`config.mk`:
```
export PLATFORM = sky130hd
export DESIGN_NAME = sync_serial_pin_select_recovery
export DESIGN_NICKNAME = d
export VERILOG_FILES = /design/src/rtl/sync_serial_pkg.sv /design/src/rtl/sync_two_flop.sv /design/src/rtl/sync_serial_pin_select_recovery.sv
export VERILOG_INCLUDE_DIRS = /design/src /design/src/rtl
export SDC_FILE = /design/constraint.sdc
export NUM_CORES = 1
export LEC_CHECK = 0
export BUFFER_PORTS_ARGS = -buffer_cell sky130_fd_sc_hd__buf_2
export CAP_MARGIN = 20
export CORE_MARGIN = 8
export CORE_UTILIZATION = 54
export DETAILED_ROUTE_END_ITERATION = 8
export PLACE_DENSITY = 0.83
export REMOVE_ABC_BUFFERS = 1
export SLEW_MARGIN = 20
export SYNTH_ARGS = -nofsm -noshare
export SYNTH_HDL_FRONTEND = slang
export SYNTH_SLANG_ARGS = --single-unit
```
`constraint.sdc`:
```
create_clock -name ref_clk -period 2.6 [get_ports ref_clk]
set_input_delay 0.65 -clock ref_clk [delete_from_list [all_inputs] [get_ports ref_clk]]
set_output_delay 0.65 -clock ref_clk [all_outputs]
set_load 0.1 [all_outputs]
```
`src/rtl/sync_serial_cfg.svh`:
```
`ifndef SYNC_SERIAL_CFG_SVH
`define SYNC_SERIAL_CFG_SVH
// Register byte offsets
`define OFS_CHANNEL_MODE 8'h00
`define OFS_CHANNEL_CTRL0 8'h04
`define OFS_CHANNEL_CTRL1 8'h08
`define OFS_SHARED_CTRL 8'h0C
`define OFS_TRANSMIT_BUF 8'h10
`define OFS_RECEIVE_BUF 8'h14
// channel_mode_register fields
`define MODE_FIELD_MSB 2
`define MODE_CLKSRC_BIT 3
`define MODE_DISABLED 3'h0
`define MODE_CLOCK_SYNC 3'h1
// channel_control_0 fields
`define C0_FLOW_DIS_BIT 0
`define C0_FLOW_DIR_BIT 1
`define C0_OPEN_DRAIN_BIT 2
`define C0_POLARITY_BIT 3
`define C0_DIV_LSB 8
`define C0_DIV_MSB 15
`define C0_RESET 32'h0000_0001
// channel_control_1 fields
`define C1_TX_EN_BIT 0
`define C1_RX_EN_BIT 1
`define C1_TX_EMPTY_BIT 2
`define C1_RX_FULL_BIT 3
`define C1_BUSY_BIT 4
// shared_serial_control fields
`define SC_CLK_PIN_SEL_BIT 0
`define SC_MULTI_CLK_BIT 1
`define SC_SEP_CTS_BIT 2
`define SC_CH2_FLOW_DIS_BIT 3
`define SC_CH2_FLOW_DIR_BIT 4
`define SC_RESET 32'h0000_0008
// Index of the last bit of a frame
`define FRAME_BITS 3'h7
`endif

```
`src/rtl/sync_serial_pkg.sv`:
```
package sync_serial_pkg;
	// Serial engine states, Gray along idle, shift, done
	typedef enum logic [1:0] {
		ST_IDLE = 2'b00,
		ST_SHIFT = 2'b01,
		ST_DONE = 2'b11
	} xfer_state_e;
	// One pin driver: level and active low output enable
	typedef struct packed {
		logic out;
		logic oe_n;
	} pin_drive_s;
endpackage : sync_serial_pkg

```
`src/rtl/sync_two_flop.sv`:
```
`timescale 1ns/1ps
module sync_two_flop #(
	parameter int WIDTH = 4
) (
	input wire logic ref_clk,
	input wire logic reset_n,
	input wire logic [WIDTH-1:0] d,
	output logic [WIDTH-1:0] q
);
	logic [WIDTH-1:0] meta;
	// Two stages; only the second stage is visible outside
	always_ff @(posedge ref_clk or negedge reset_n) begin
		if (!reset_n) begin
			meta <= '1;
			q <= '1;
		end else begin
			meta <= d;
			q <= meta;
		end
	end
endmodule : sync_two_flop

```
`src/rtl/sync_serial_pin_select_recovery.sv`:
```
// Our own choices: the APB interface to the registers and the placing of the registers.
`timescale 1ns/1ps
`include "sync_serial_cfg.svh"
module sync_serial_pin_select_recovery
	import sync_serial_pkg::*;
#(
	parameter bit FORCED_OPEN_DRAIN = 1'b0
) (
	input wire logic ref_clk,
	input wire logic reset_n,
	input wire logic [7:0] paddr,
	input wire logic psel,
	input wire logic penable,
	input wire logic pwrite,
	input wire logic [31:0] pwdata,
	output logic [31:0] prdata,
	output logic pready,
	output logic pslverr,
	input wire logic receiveDataPin,
	input wire logic transferClockPinIn,
	input wire logic flowPinIn,
	input wire logic sharedPortPinIn,
	input wire logic ch2RtsLevel,
	output logic ch2CtsLevel,
	output pin_drive_s transmitDataPin,
	output pin_drive_s transferClockPin,
	output pin_drive_s flowPin,
	output pin_drive_s sharedPortPin
);
	logic [3:0] modeReg;
	logic [31:0] ctrl0;
	logic [1:0] ctrl1;
	logic [31:0] sharedCtrl;
	logic [7:0] transmitBuffer;
	logic [7:0] receiveBuffer;
	logic txFull, rxFull, started, txdLevel, sclk, lastSclk;
	logic [7:0] txShift, rxShift;
	logic [7:0] divCnt;
	logic [2:0] bitCnt;
	xfer_state_e state, next_state;
	logic [3:0] pinSync;

	// Pin inputs into the clock domain
	sync_two_flop #(.WIDTH(4)) u_sync (
		.ref_clk(ref_clk),
		.reset_n(reset_n),
		.d({sharedPortPinIn, flowPinIn, transferClockPinIn, receiveDataPin}),
		.q(pinSync)
	);

	// Register decode
	wire setupPh = psel && !penable;
	wire accessPh = psel && penable;
	wire hitMode = paddr == `OFS_CHANNEL_MODE;
	wire hitC0 = paddr == `OFS_CHANNEL_CTRL0;
	wire hitC1 = paddr == `OFS_CHANNEL_CTRL1;
	wire hitShared = paddr == `OFS_SHARED_CTRL;
	wire hitTx = paddr == `OFS_TRANSMIT_BUF;
	wire hitRx = paddr == `OFS_RECEIVE_BUF;
	wire mapped = hitMode | hitC0 | hitC1 | hitShared | hitTx | hitRx;
	wire wrEn = accessPh && pwrite && mapped;
	wire rdRx = accessPh && !pwrite && hitRx;
	assign pready = penable;
	assign pslverr = accessPh && !mapped;

	// Decoded control fields
	wire [2:0] modeField = modeReg[`MODE_FIELD_MSB:0];
	wire syncMode = modeField == `MODE_CLOCK_SYNC;
	wire modeOff = !syncMode;
	wire extClock = modeReg[`MODE_CLKSRC_BIT];
	wire flowDis = ctrl0[`C0_FLOW_DIS_BIT];
	wire flowRts = ctrl0[`C0_FLOW_DIR_BIT];
	wire polarity = ctrl0[`C0_POLARITY_BIT];
	wire openDrain = FORCED_OPEN_DRAIN | ctrl0[`C0_OPEN_DRAIN_BIT];
	wire [7:0] divLoad = ctrl0[`C0_DIV_MSB:`C0_DIV_LSB];
	wire txEn = ctrl1[`C1_TX_EN_BIT];
	wire rxEn = ctrl1[`C1_RX_EN_BIT];
	wire clkPinSel = sharedCtrl[`SC_CLK_PIN_SEL_BIT];
	wire multiClk = sharedCtrl[`SC_MULTI_CLK_BIT];
	wire sepCts = sharedCtrl[`SC_SEP_CTS_BIT];
	wire ch2FlowDis = sharedCtrl[`SC_CH2_FLOW_DIS_BIT];
	wire ch2FlowRts = sharedCtrl[`SC_CH2_FLOW_DIR_BIT];
	wire busy = state != ST_IDLE;

	// Clear-to-send source and transfer start condition
	wire ctsFromFlow = flowDis || flowRts || !pinSync[2];
	wire ctsOk = sepCts ? !pinSync[3] : ctsFromFlow;
	wire startXfer = syncMode && txEn && txFull && ctsOk && state == ST_IDLE;

	// Clock edge events, internal divider or synchronised pin
	wire tick = divCnt == 8'h00;
	wire intEdge = !extClock && state == ST_SHIFT && tick;
	wire fallEv = extClock ? (lastSclk && !pinSync[1]) : (intEdge && sclk);
	wire riseEv = extClock ? (!lastSclk && pinSync[1]) : (intEdge && !sclk);

	// Sequencing of one frame
	always_comb begin
		next_state = state;
		case (state)
			ST_IDLE: if (startXfer) next_state = ST_SHIFT;
			ST_SHIFT: if (riseEv && bitCnt == `FRAME_BITS) next_state = ST_DONE;
			ST_DONE: next_state = ST_IDLE;
			default: next_state = ST_IDLE;
		endcase
		if (modeOff) next_state = ST_IDLE;
	end

	// Next buffer flags
	wire next_txFull = modeOff ? 1'b0 : ((wrEn && hitTx) || (txFull && !startXfer));
	wire rxSet = state == ST_DONE && rxEn;
	wire next_rxFull = modeOff ? 1'b0 : (rxSet || (rxFull && !rdRx));

	// Read data mux, captured in the setup cycle
	wire [31:0] statusWord = {27'h0, busy, rxFull, !txFull, ctrl1};
	wire [31:0] readMux = hitMode ? {28'h0, modeReg} :
		hitC0 ? ctrl0 :
		hitC1 ? statusWord :
		hitShared ? sharedCtrl :
		hitRx ? {24'h0, receiveBuffer} : 32'h0;

	// Software registers
	always_ff @(posedge ref_clk or negedge reset_n) begin
		if (!reset_n) begin
			modeReg <= 4'h0;
			ctrl0 <= `C0_RESET;
			ctrl1 <= 2'h0;
			sharedCtrl <= `SC_RESET;
			transmitBuffer <= 8'h00;
			prdata <= 32'h0;
		end else begin
			if (wrEn && hitMode) modeReg <= pwdata[3:0];
			if (wrEn && hitC0) ctrl0 <= {16'h0, pwdata[15:8], 4'h0, pwdata[3:0]};
			if (wrEn && hitC1) ctrl1 <= pwdata[1:0];
			if (wrEn && hitShared) sharedCtrl <= {27'h0, pwdata[4:0]};
			if (wrEn && hitTx) transmitBuffer <= pwdata[7:0];
			if (setupPh) prdata <= readMux;
		end
	end

	// Buffer flags; a frame completing in a read cycle keeps the flag set
	always_ff @(posedge ref_clk or negedge reset_n) begin
		if (!reset_n) begin
			txFull <= 1'b0;
			rxFull <= 1'b0;
			state <= ST_IDLE;
		end else begin
			txFull <= next_txFull;
			rxFull <= next_rxFull;
			state <= next_state;
		end
	end

	// Internal clock generation
	always_ff @(posedge ref_clk or negedge reset_n) begin
		if (!reset_n) begin
			divCnt <= 8'h00;
			sclk <= 1'b1;
		end else if (state != ST_SHIFT) begin
			divCnt <= divLoad;
			sclk <= 1'b1;
		end else if (tick) begin
			divCnt <= divLoad;
			sclk <= !sclk;
		end else begin
			divCnt <= divCnt - 8'h01;
		end
	end

	// Shifters: data out on falling edge, sampled on rising edge
	always_ff @(posedge ref_clk or negedge reset_n) begin
		if (!reset_n) begin
			txShift <= 8'h00;
			rxShift <= 8'h00;
			bitCnt <= 3'h0;
			txdLevel <= 1'b1;
			started <= 1'b0;
			lastSclk <= 1'b1;
			receiveBuffer <= 8'h00;
		end else begin
			lastSclk <= pinSync[1];
			if (modeOff) begin
				started <= 1'b0;
				txdLevel <= 1'b1;
				bitCnt <= 3'h0;
			end else if (startXfer) begin
				txShift <= transmitBuffer;
				bitCnt <= 3'h0;
			end else if (state == ST_SHIFT && fallEv) begin
				txdLevel <= txShift[0];
				started <= 1'b1;
			end else if (state == ST_SHIFT && riseEv) begin
				rxShift <= {pinSync[0], rxShift[7:1]};
				txShift <= {1'b1, txShift[7:1]};
				bitCnt <= bitCnt + 3'h1;
			end
			if (rxSet) receiveBuffer <= rxShift;
		end
	end

	// Data pin: high or released before the first frame, open-drain floats ones
	wire txdHigh = !started || txdLevel;
	always_comb begin
		transmitDataPin.out = txdHigh;
		transmitDataPin.oe_n = !syncMode || (openDrain && txdHigh);
	end

	// Clock routing between the clock pin and the shared pin
	wire staticLevel = !polarity;
	wire clkOnShared = multiClk && clkPinSel;
	wire intClkOut = !extClock && syncMode;
	always_comb begin
		transferClockPin.out = clkOnShared ? staticLevel : sclk;
		transferClockPin.oe_n = !intClkOut;
		sharedPortPin.out = 1'b1;
		sharedPortPin.oe_n = 1'b1;
		if (multiClk) begin
			sharedPortPin.out = clkPinSel ? sclk : staticLevel;
			sharedPortPin.oe_n = !syncMode;
		end else if (!ch2FlowDis && ch2FlowRts) begin
			sharedPortPin.out = ch2RtsLevel;
			sharedPortPin.oe_n = 1'b0;
		end
	end

	// Flow pin: port, CTS input or RTS output low while ready
	wire rtsLevel = !(rxEn && !rxFull && !busy);
	always_comb begin
		flowPin.out = rtsLevel;
		flowPin.oe_n = !(syncMode && !flowDis && flowRts);
	end

	// Second channel's CTS seen through the shared pin
	always_ff @(posedge ref_clk or negedge reset_n) begin
		if (!reset_n) begin
			ch2CtsLevel <= 1'b1;
		end else begin
			ch2CtsLevel <= pinSync[3];
		end
	end
endmodule : sync_serial_pin_select_recovery

```
==> results of run 1 <==
## through the flow
stage          std cells  power, W  setup TNS, ns
2_1_floorplan        359   0.00177          -1.57
3_3_place_gp         535   0.00187              0
3_5_place_dp         535   0.00188              0
4_1_cts              551   0.00297              0
5_1_grt              551   0.00305              0
6_report             551   0.00294              0
## cells by family (layout without fill, tap and decap cells)
logic type	count (synthesis)	after routing	synth area share (%)
compound gates	61	61	9.90
simple gates	115	115	13.2
xor+xnor	7	7	1.38
other cells	1	16	0.0843
buf+inv	37	92	4.95
fa+ha+maj	4	4	1.13
mux	52	52	13.3
flops	99	99	56.1
## cell type report
type	instances	area (µm²)	share of cell area, %
sequential	99	2490	49.2
multi-input combinational	255	1790	35.3
timing repair buffer	71	413	8.14
clock buffer	11	141	2.79
tap	105	131	2.59
clock inverter	5	85.1	1.68
inverter	5	18.8	0.370
## how the worst max path moves through the flow
stage | startpoint | end | slack [ns] | cells past startpoint
2_1_floorplan | sharedCtrl[1] | transferClockPin[1] | -0.65 | 2
3_3_place_gp | paddr[5] | ctrl0[15] | 0.33 | 7
3_5_place_dp | paddr[5] | ctrl0[10] | 0.27 | 7
4_1_cts | modeReg[2] | transferClockPin[0] | 0.18 | 4
5_1_grt | modeReg[2] | flowPin[0] | 0.04 | 4
6_report | modeReg[2] | transferClockPin[0] | 0.18 | 4
## routing by layer
| layer | vias up | GRT usage [%] | routed length, µm |
|---|---|---|---|
| li1 | 1426 | - | - |
| met2 | 99 | 29.1 | 4790 |
| met1 | 1522 | 21.8 | 4130 |
| met4 | 0 | 5.53 | 134 |
| met3 | 12 | 4.20 | 625 |
| met5 | - | 0 | 0 |
## where the power goes
| part | switching (W) | internal (W) | leakage, nW |
|---|---|---|---|
| registers | 0.0000116 | 0.00156 | 1.33 |
| clock network | 0.000522 | 0.000574 | 0.110 |
| logic | 0.000218 | 0.0000565 | 1.07 |
| total | 0.000752 | 0.00219 | 2.51 |
## layout by cell type (no fill, tap or decap), types with 2 or more instances in the layout
cell and count:
o221a_2 7, nand4_1 2, buf_12 2, nor3_1 4
inv_1 5, buf_4 11, nand2_1 34, dfstp_2 14
mux2_2 44, a22o_1 9, xnor2_1 5, a21oi_1 18
or3_1 7, bufinv_16 2, nand2b_1 9, and3_1 2
a22oi_1 4, conb_1 16, buf_2 58, a32o_1 3
o41ai_1 2, and2_1 3, xor2_1 2, mux2_4 3
o21ai_0 10, clkbuf_8 10, nor2b_1 6, ha_1 4
nand3_1 13, dfrtp_1 85, nor2_1 24, nand3b_1 3
mux2i_1 5
## worst max-delay path: stages, from the launching register on
cell and delay (ns):
dfrtp_1 0.41, nor2_1 0.13, and2_1 0.41, nand2b_1 0.14
buf_2 0.32
## state kept, by name, summed over array words and instances, names as in the netlist, 3 cells and up
| register | cells |
|---|---|
| receiveBuffer | 8 |
| bitCnt | 3 |
| ctrl0 | 12 |
| u_sync.q | 4 |
| u_sync.meta | 4 |
| rxShift | 8 |
| divCnt | 8 |
| sharedCtrl | 5 |
| prdata | 16 |
| modeReg | 4 |
| transmitBuffer | 8 |
| txShift | 8 |
==> summary.md, run 1 <==
| Metric | Value |
|---|---|
| Status | `finished, final reports clean` |
| Die H | `~110 µm` |
| Placer congestion estimate | `approximately 0.84` |
| P per Cell Area | `slightly below 600 nW/µm²` |
| Worst vdd ir | `~0.00028 V` |
| 1st-iter DRT viols | `210` |
| FMAX | `between 400 and 500 MHz` |
| Post-synth ARST share | `100%` |
| Slew Viols, Final | `0` |
| Setup ws final | `~0.18 ns` |
| # setup viols final | `0` |
| Vias in the first global route | `roughly 3200` |
| Most instantiated cells after synthesis | `85 x dfrtp_1, 44 x mux2_2, 34 x nand2_1` |
| Inserted Clock Buffers | `9` |
| Total GRT Usage | `17.4%` |
| Clk buf depth | `2` |
| Tmin final | `approximately 2.4 ns` |
| I/O Buffers | `60` |
| DP Area | `around 4800 µm²` |
| Lkg Pwr | `2.51 nW` |
| Total congestion overflow | `0` |
| WL per Instance | `around 18 µm` |
| Via-to-Cell Ratio | `around 5.6` |
| Post-Syn Area per Cell | `around 12 µm²` |
| Reg2reg setup slack | `0.46 ns` |
| Vias post-DR | `~3000` |
| R2r endpoint | `txShift[4]` |
| Area grow syn2layout | `14.1%` |
| Initial antenna violation count | `0` |
| Clock-pin transition on the worst setup and hold timing paths | `around 0.090 ns` |
| WHS | `~0.34 ns` |
| Hold_buf cts | `0` |
| CP Data Required Time | `slightly below 2 ns` |
| Rows | `33` |
| # nets final | `495` |
| Sequential fraction of the synthesis area | `between 50% and 60%` |
| Final Cycle Share | `93.1%` |
| Worst R2R Path Depth | `6` |
| Post-synth top area share | `47.8%` |
| Clock Latency Late Sink | `approximately 0.36 ns` |
| Largest net degree at the start of global routing | `100` |
| Die area | `between 10000 and 15000 µm²` |
| Final WL | `between 9000 and 10000 µm` |
| Hold Fails Final Rpt | `0` |
| Slew @ Worst Pin | `roughly 0.71 ns` |
| Worst setup path class | `flop to primary output` |
| CTS tree | `done` |
| DRC | `0` |
| Most common cell in the netlist | `dfrtp_1` |
| Hpwl dp | `between 7000 and 8000 µm` |
| Inserted Diodes | `0` |
| Core Box Area | `8090 µm²` |
| Final ANT Viol Nets | `0` |
| Post-CTS Setup Bufs | `0` |
| Largest area contributor in the netlist | `dfrtp_1` |
| Effective utilization at floorplan | `between 50% and 60%` |
| Global-route wire length before repair | `15800 µm` |
| Yosys reg bits | `about 100` |
| Post-CTS Resized | `0` |
| Final core utilization | `62.7%` |
| Final instance area | `between 5000 and 6000 µm²` |
| Ys flop type | `dfrtp_1` |
| Hold Path Class | `primary input to asynchronous set/reset pin` |
| # clock sinks | `slightly below 100` |
| CP max FO | `9` |
| Number of flops mapped to enable cells by yosys | `0` |
| Max Cap Viol | `0` |
| Post-synthesis cell type count | `48` |
| R2r startpoint | `sharedCtrl[2]` |
| Synth Cell Area | `approximately 4400 µm²` |
| Yosys warns | `0` |
| Startpoint Class | `flop` |
| Layout cells sized above 1 | `a little over a third` |
| CP arrival | `between 1.5 and 2 ns` |
| Slew HR | `52.4%` |
| Crit path capture type | `primary output` |
| Drt pass-1 iters | `6` |
| H-tree depth | `3` |
| Boundary pin count | `93` |
| Fin Clk Skew | `around 0.016 ns` |
| Die width | `around 110 µm` |
| RSZ-0062 raised after global routing | `no` |
| Root buffer cell | `clkbuf_8` |
| Layout filler cell count | `roughly 670` |
| Synth area leaders | `dfrtp_1 48%, mux2_2 11%, dfstp_2 8.3%, buf_4 3.2%, nand2_1 2.9%` |
| Post-Place Worst Slack | `approximately 0.27 ns` |
| Syn Inst Count | `between 300 and 400` |
Note: power is estimated with default switching activity, not from simulation.
==> run 2: changes to the inputs <==
Settings changed: CAP_MARGIN 20 to unset, SYNTH_HIERARCHICAL set to 1.
==> summary.md, run 2 <==
| Metric | Value |
|---|---|
| Max Cap Viol | `0` |
| CP Buf/Inv Count | `2` |
| Slew HR | `between 60% and 70%` |
| Hold Fails Final Rpt | `0` |
| # setup viols final | `0` |
| Layout filler cell count | `641` |
| Post-synthesis cell type count | `50` |
| Effective utilization at floorplan | `between 50% and 60%` |
| Fin Clk Skew | `about 0.011 ns` |
| Total congestion overflow | `0` |
| Placer congestion estimate | `approximately 0.84` |
| Post-synth top area share | `a little under half` |
| Vias post-DR | `~3000` |
| Hold Path Class | `primary input to asynchronous set/reset pin` |
| Layout cells sized above 1 | `a little under two fifths` |
| Largest area contributor in the netlist | `dfrtp_1` |
| # clock sinks | `between 90 and 100` |
| Yosys warns | `6` |
| Synth Cell Area | `between 4000 and 5000 µm²` |
| P per Cell Area | `just under 600 nW/µm²` |
| CP max FO | `3` |
| Yosys reg bits | `99` |
| Clk buf depth | `2` |
| Core Box Area | `approximately 8100 µm²` |
| Hold_buf cts | `0` |
| Drt pass-1 iters | `4` |
| Final cell count without fillers | `around 550` |
| Total GRT Usage | `approximately 18%` |
| Post-CTS Setup Bufs | `0` |
| Inserted Diodes | `0` |
| Multi-input logic area | `1770 µm²` |
| Global-route wire length before repair | `15900 µm` |
| Setup_tns | `0 ns` |
| Top Registers | `prdata: 16 flops, ctrl0: 12 flops` |
| Ys flop type | `dfrtp_1` |
| FF/Latch Area | `about 2500 µm²` |
| Most frequent cells in the layout | `85 x dfrtp_1, 59 x buf_2, 46 x mux2_2, 24 x nand2_1, 24 x nor2_1` |
| Final instance area | `5110 µm²` |
| Largest net degree at the start of global routing | `56` |
| DP Cell Count | `about 530` |
| Slew Viols, Final | `0` |
| Post-CTS Resized | `0` |
| Final ANT Viol Nets | `0` |
| Worst vdd ir | `about 0.00044 V` |
| I/O Buffers | `60` |
| Post-synth ARST share | `100%` |
| Area grow syn2layout | `15.2%` |
| Clock Latency Late Sink | `0.36 ns` |
| Final WL | `9590 µm` |
| Number of flops mapped to enable cells by yosys | `0` |
| Die area | `approximately 11000 µm²` |
| Worst setup path class | `primary input to primary output` |
| Final Cycle Share | `a little over nine tenths` |
| RSZ-0062 raised after global routing | `no` |
| Tmin final | `about 2.5 ns` |
| Crit path capture type | `primary output` |
| WL per Instance | `17.5 µm` |
| Boundary pin count | `93` |
| Rows | `33` |
| Worst path slowest cell | `or4_4` |
| Top delay family on crit path | `simple AND/OR/NAND/NOR gates` |
| 1st-iter DRT viols | `142` |
| Via-to-Cell Ratio | `5.55` |
| H-tree depth | `3` |
| Die width | `roughly 110 µm` |
| Sequential fraction of the synthesis area | `56.2%` |
| CP arrival | `1.86 ns` |
| # nets final | `roughly 490` |
| Most instantiated cells after synthesis | `85 x dfrtp_1, 46 x mux2_2, 24 x nand2_1, 24 x nor2_1` |
| Status | `finished, final reports clean` |
| Lkg Pwr | `2.53 nW` |
| Initial antenna violation count | `0` |
| Die H | `107 µm` |
| Syn Inst Count | `approximately 370` |
| Clock-pin transition on the worst setup and hold timing paths | `0.10 ns` |
| Largest register FFs | `16` |
| Cell mode on critical path | `buf_2` |
| Hpwl dp | `around 7100 µm` |
| CP Data Required Time | `1.95 ns` |
| Post-Syn Area per Cell | `roughly 12 µm²` |
| Startpoint Class | `primary input` |
| FMAX | `about 400 MHz` |
| Commonest non-fill, non-tap cell in the layout | `dfrtp_1` |
| Root buffer cell | `clkbuf_8` |
| Final core utilization | `between 60% and 70%` |
| Worst path max stage delay | `between 0.5 and 0.6 ns` |
| DRC | `0` |
| Crit path cell chain | `buf_2 > or4_4 > nor2_1 > a21oi_1 > buf_2` |
| Vias in the first global route | `between 3000 and 4000` |
| Synth area leaders | `dfrtp_1 48%, mux2_2 12%, dfstp_2 8.3%, buf_4 3.2%, a21oi_1 2.1%` |
| Slew @ Worst Pin | `0.564 ns` |
| CTS tree | `done` |
| Most common cell in the netlist | `dfrtp_1` |
| Top reg by flops | `prdata` |
| Inserted Clock Buffers | `9` |
| DP Area | `a little under 5000 µm²` |
==> run 2: cell count changes in the layout (fill, tap and decap cells not counted), sizes merged, moves of 4 or more <==
cell | previous run | this run
o22ai | 0 | 4
or2 | 1 | 6
inv | 6 | 11
a32o | 4 | 0
nand2 | 34 | 24
nand3 | 14 | 6
==> run 2: stage by stage <==
stage	worst slack [ns]	hold slack, ns	power [W]
finish	0.0859	0.277	0.00300
floorplan	-0.642	0.345	0.00177
global placement	0.0264	0.345	0.00186
CTS	0.104	0.290	0.00303
global route	0.0217	0.314	0.00310
detailed placement	0.00541	0.347	0.00187
==> run 2: cell type report <==
type / count / area share (%)
clock inverter: 6 / 2.20
inverter: 10 / 0.735
sequential: 99 / 48.8
clock buffer: 10 / 2.50
tap: 105 / 2.57
timing repair buffer: 74 / 8.47
multi-input combinational: 244 / 34.7
==> run 2: final timing paths <==
| path | slack [ns] | end | from | cells past startpoint |
|---|---|---|---|---|
| min in group ref_clk | 0.36 | u_sync/q[1] | u_sync/meta[1] | 0 |
| max in group asynchronous | 1.57 | ctrl0[0] | reset_n | 2 |
| worst max register to register | 0.26 | rxShift[2] | divCnt[0] | 9 |
| worst max-delay path | 0.09 | pslverr | paddr[1] | 5 |
| worst min register to register | 0.36 | u_sync/q[1] | u_sync/meta[1] | 0 |
| worst min-delay path | 0.28 | prdata[10] | reset_n | 1 |
==> run 2: logic make-up after synthesis <==
| logic type | count (synthesis) | share of synthesized area (%) |
|---|---|---|
| flops | 99 | 56.2 |
| mux | 51 | 13.1 |
| xor+xnor | 6 | 1.18 |
| simple gates | 106 | 13.5 |
| compound gates | 61 | 9.62 |
| other cells | 1 | 0.0845 |
| fa+ha+maj | 4 | 1.13 |
| buf+inv | 40 | 5.08 |
==> run 2: worst reg2reg max path, cell delays in order, from the launching register on <==
cell and delay, ns:
dfrtp_1 0.42, inv_1 0.12, ha_1 0.14, nor3b_1 0.20, buf_4 0.17, nand4b_1 0.14
o22ai_1 0.36, nand2b_1 0.18, buf_12 0.18, mux2_1 0.31
==> run 2: per-layer routing <==
metal	vias up	share of wire [%]	track usage, %
met3	18	6.0	4.50
li1	1416	-	-
met1	1517	41	21.6
met5	-	0	0
met2	90	51	29.1
met4	0	2.1	7.44
==> run 2: where the power goes <==
group	internal, W	total (W)	switching, W
combinational	0.0000528	0.000266	0.000213
clock	0.000643	0.00116	0.000517
sequential	0.00156	0.00157	0.0000117
==> run 3: changes to the inputs <==
Settings changed: CORE_UTILIZATION 54 to 55, PLACE_DENSITY 0.83 to 0.84.
Clock period 2.6 ns to 3 ns, I/O delays scaled along.
==> summary.md, run 3 (synthesis gave the netlist of run 2 again) <==
| Metric | Value |
|---|---|
| Initial antenna violation count | `0` |
| CTS tree | `done` |
| P per Cell Area | `490 nW/µm²` |
| CP max FO | `3` |
| Origin of the worst min-delay path | `u_sync/meta[0]` |
| Top reg by flops | `prdata` |
| Global-route wire length before repair | `16100 µm` |
| RSZ-0062 raised after global routing | `no` |
| Clock-pin transition on the worst setup and hold timing paths | `about 0.1 ns` |
| Total congestion overflow | `0` |
| Post-Place Worst Slack | `around 0.29 ns` |
| Die area | `roughly 11000 µm²` |
| Fin Clk Skew | `between 0.01 and 0.015 ns` |
| Total power | `roughly 0.0025 W` |
| Vias in the first global route | `roughly 3300` |
| Final ANT Viol Nets | `0` |
| FMAX | `around 370 MHz` |
| Sw frac | `a little over a quarter` |
| Largest net degree at the start of global routing | `55` |
| Largest register FFs | `16` |
| H-tree depth | `3` |
| I/O Buffers | `60` |
| Worst vdd ir | `approximately 0.00034 V` |
| Lkg Pwr | `approximately 2.5 nW` |
| Flop pwr share | `~56%` |
| Clock power frac | `a little over a third` |
| Final cell count without fillers | `541` |
| CP Data Required Time | `about 2.3 ns` |
| Inserted Clock Buffers | `9` |
| CP startpoint | `paddr[1]` |
| Via-to-Cell Ratio | `between 5 and 6` |
| # clock sinks | `99` |
| Slew HR | `between 50% and 60%` |
| Area grow syn2layout | `12.8%` |
| Slew Viols, Final | `0` |
| Hold_buf cts | `0` |
| Switching pwr | `0.000660 W` |
| Vias post-DR | `just over 3000` |
| WL per Instance | `about 17 µm` |
| Tmin final | `between 2 and 3 ns` |
| Root buffer cell | `clkbuf_8` |
| Most frequent cells in the layout | `85 x dfrtp_1, 59 x buf_2, 46 x mux2_2, 24 x nand2_1, 24 x nor2_1` |
| Boundary pin count | `93` |
| Clk buf depth | `2` |
| Placer congestion estimate | `0.836` |
| Final Cycle Share | `between 90% and 100%` |
| # nets final | `just under 500` |
| Core Box Area | `7770 µm²` |
| Clock Latency Late Sink | `between 0.3 and 0.4 ns` |
| Post-CTS Setup Bufs | `0` |
| Commonest non-fill, non-tap cell in the layout | `dfrtp_1` |
| # setup viols final | `0` |
| R2r startpoint | `divCnt[0]` |
| Setup ws final | `a little under 0.3 ns` |
| DRC | `0` |
| Rows | `32` |
| Crit path capture type | `primary output` |
| Startpoint Class | `primary input` |
| Drt pass-1 iters | `4` |
| Int Pwr | `approximately 0.0018 W` |
| Logic gate share of total power | `a little under a tenth` |
| Worst setup path class | `primary input to primary output` |
| Slew @ Worst Pin | `~0.65 ns` |
| Hpwl dp | `around 7000 µm` |
| Total GRT Usage | `17.8%` |
| Post-CTS Resized | `0` |
| Final core utilization | `around 64%` |
| Status | `finished, final reports clean` |
| Inserted Diodes | `0` |
| CP arrival | `slightly below 2 ns` |
| 1st-iter DRT viols | `between 150 and 200` |
| Layout cells sized above 1 | `37.4%` |
| Hold Path Class | `flop to flop` |
| Top Registers | `prdata: 16 flops, ctrl0: 12 flops` |
| Final WL | `~9400 µm` |
| WHS | `~0.36 ns` |
| Effective utilization at floorplan | `57.1%` |
| DP Cell Count | `525` |
| Die H | `106 µm` |
| Max Cap Viol | `0` |
| Die width | `roughly 110 µm` |
| Hold Fails Final Rpt | `0` |
[run 3: cell count changes in the layout (fill, tap and decap cells not counted), sizes merged]
cell and delta:
buf -4, inv +1, clkbuf +1, bufinv -2
[run 3: path summary, 6_finish.rpt]
| check | endpoint | slack, ns | cells after the start |
|---|---|---|---|
| max reg2reg | txShift[4] | 0.37 | 7 |
| min in group asynchronous | prdata[13] | 0.41 | 1 |
| min reg2reg | u_sync/q[0] | 0.36 | 0 |
| max | pslverr | 0.30 | 5 |
| min | u_sync/q[0] | 0.36 | 0 |
| max in group asynchronous | ctrl0[0] | 1.79 | 2 |
[run 3: layout make-up]
class / count / area (µm²)
well taps: 102 / 128
inverters: 10 / 37.5
flip-flops and latches: 99 / 2490
fillers: 612 / 2760
multi-input cells: 244 / 1770
clock buffers: 11 / 131
repair buffers: 70 / 378
clock inverters: 5 / 63.8
[run 3: power by group through the flow]
stage          Clock [W]  Combinational (W)  Sequential (W)
6_report        0.000861           0.000229         0.00136
5_1_grt         0.000934           0.000246         0.00137
3_5_place_dp           0           0.000229         0.00139
4_1_cts         0.000886           0.000229         0.00136
3_3_place_gp           0           0.000225         0.00139
2_1_floorplan          0           0.000141         0.00139
[run 3: metrics by stage]
stage | setup TNS [ns] | instance area (µm²)
3_5_place_dp | 0 | 4810
2_1_floorplan | -0.469 | 4300
5_1_grt | 0 | 5000
3_3_place_gp | 0 | 4810
6_report | 0 | 5000
4_1_cts | 0 | 5000
[run 3: worst max-delay path: stages]
cell and delay, ns:
buf_2 0.09, or4_4 0.53, nor2_1 0.18, a21oi_1 0.09
buf_2 0.30
[run 3: metal layers]
| layer | up-vias | routed length (µm) | track usage (%) |
|---|---|---|---|
| li1 | 1413 | - | - |
| met1 | 1501 | 4160 | 22.2 |
| met2 | 99 | 4530 | 28.6 |
| met3 | 17 | 587 | 6.33 |
| met4 | 0 | 137 | 5.43 |
| met5 | - | 0 | 0 |
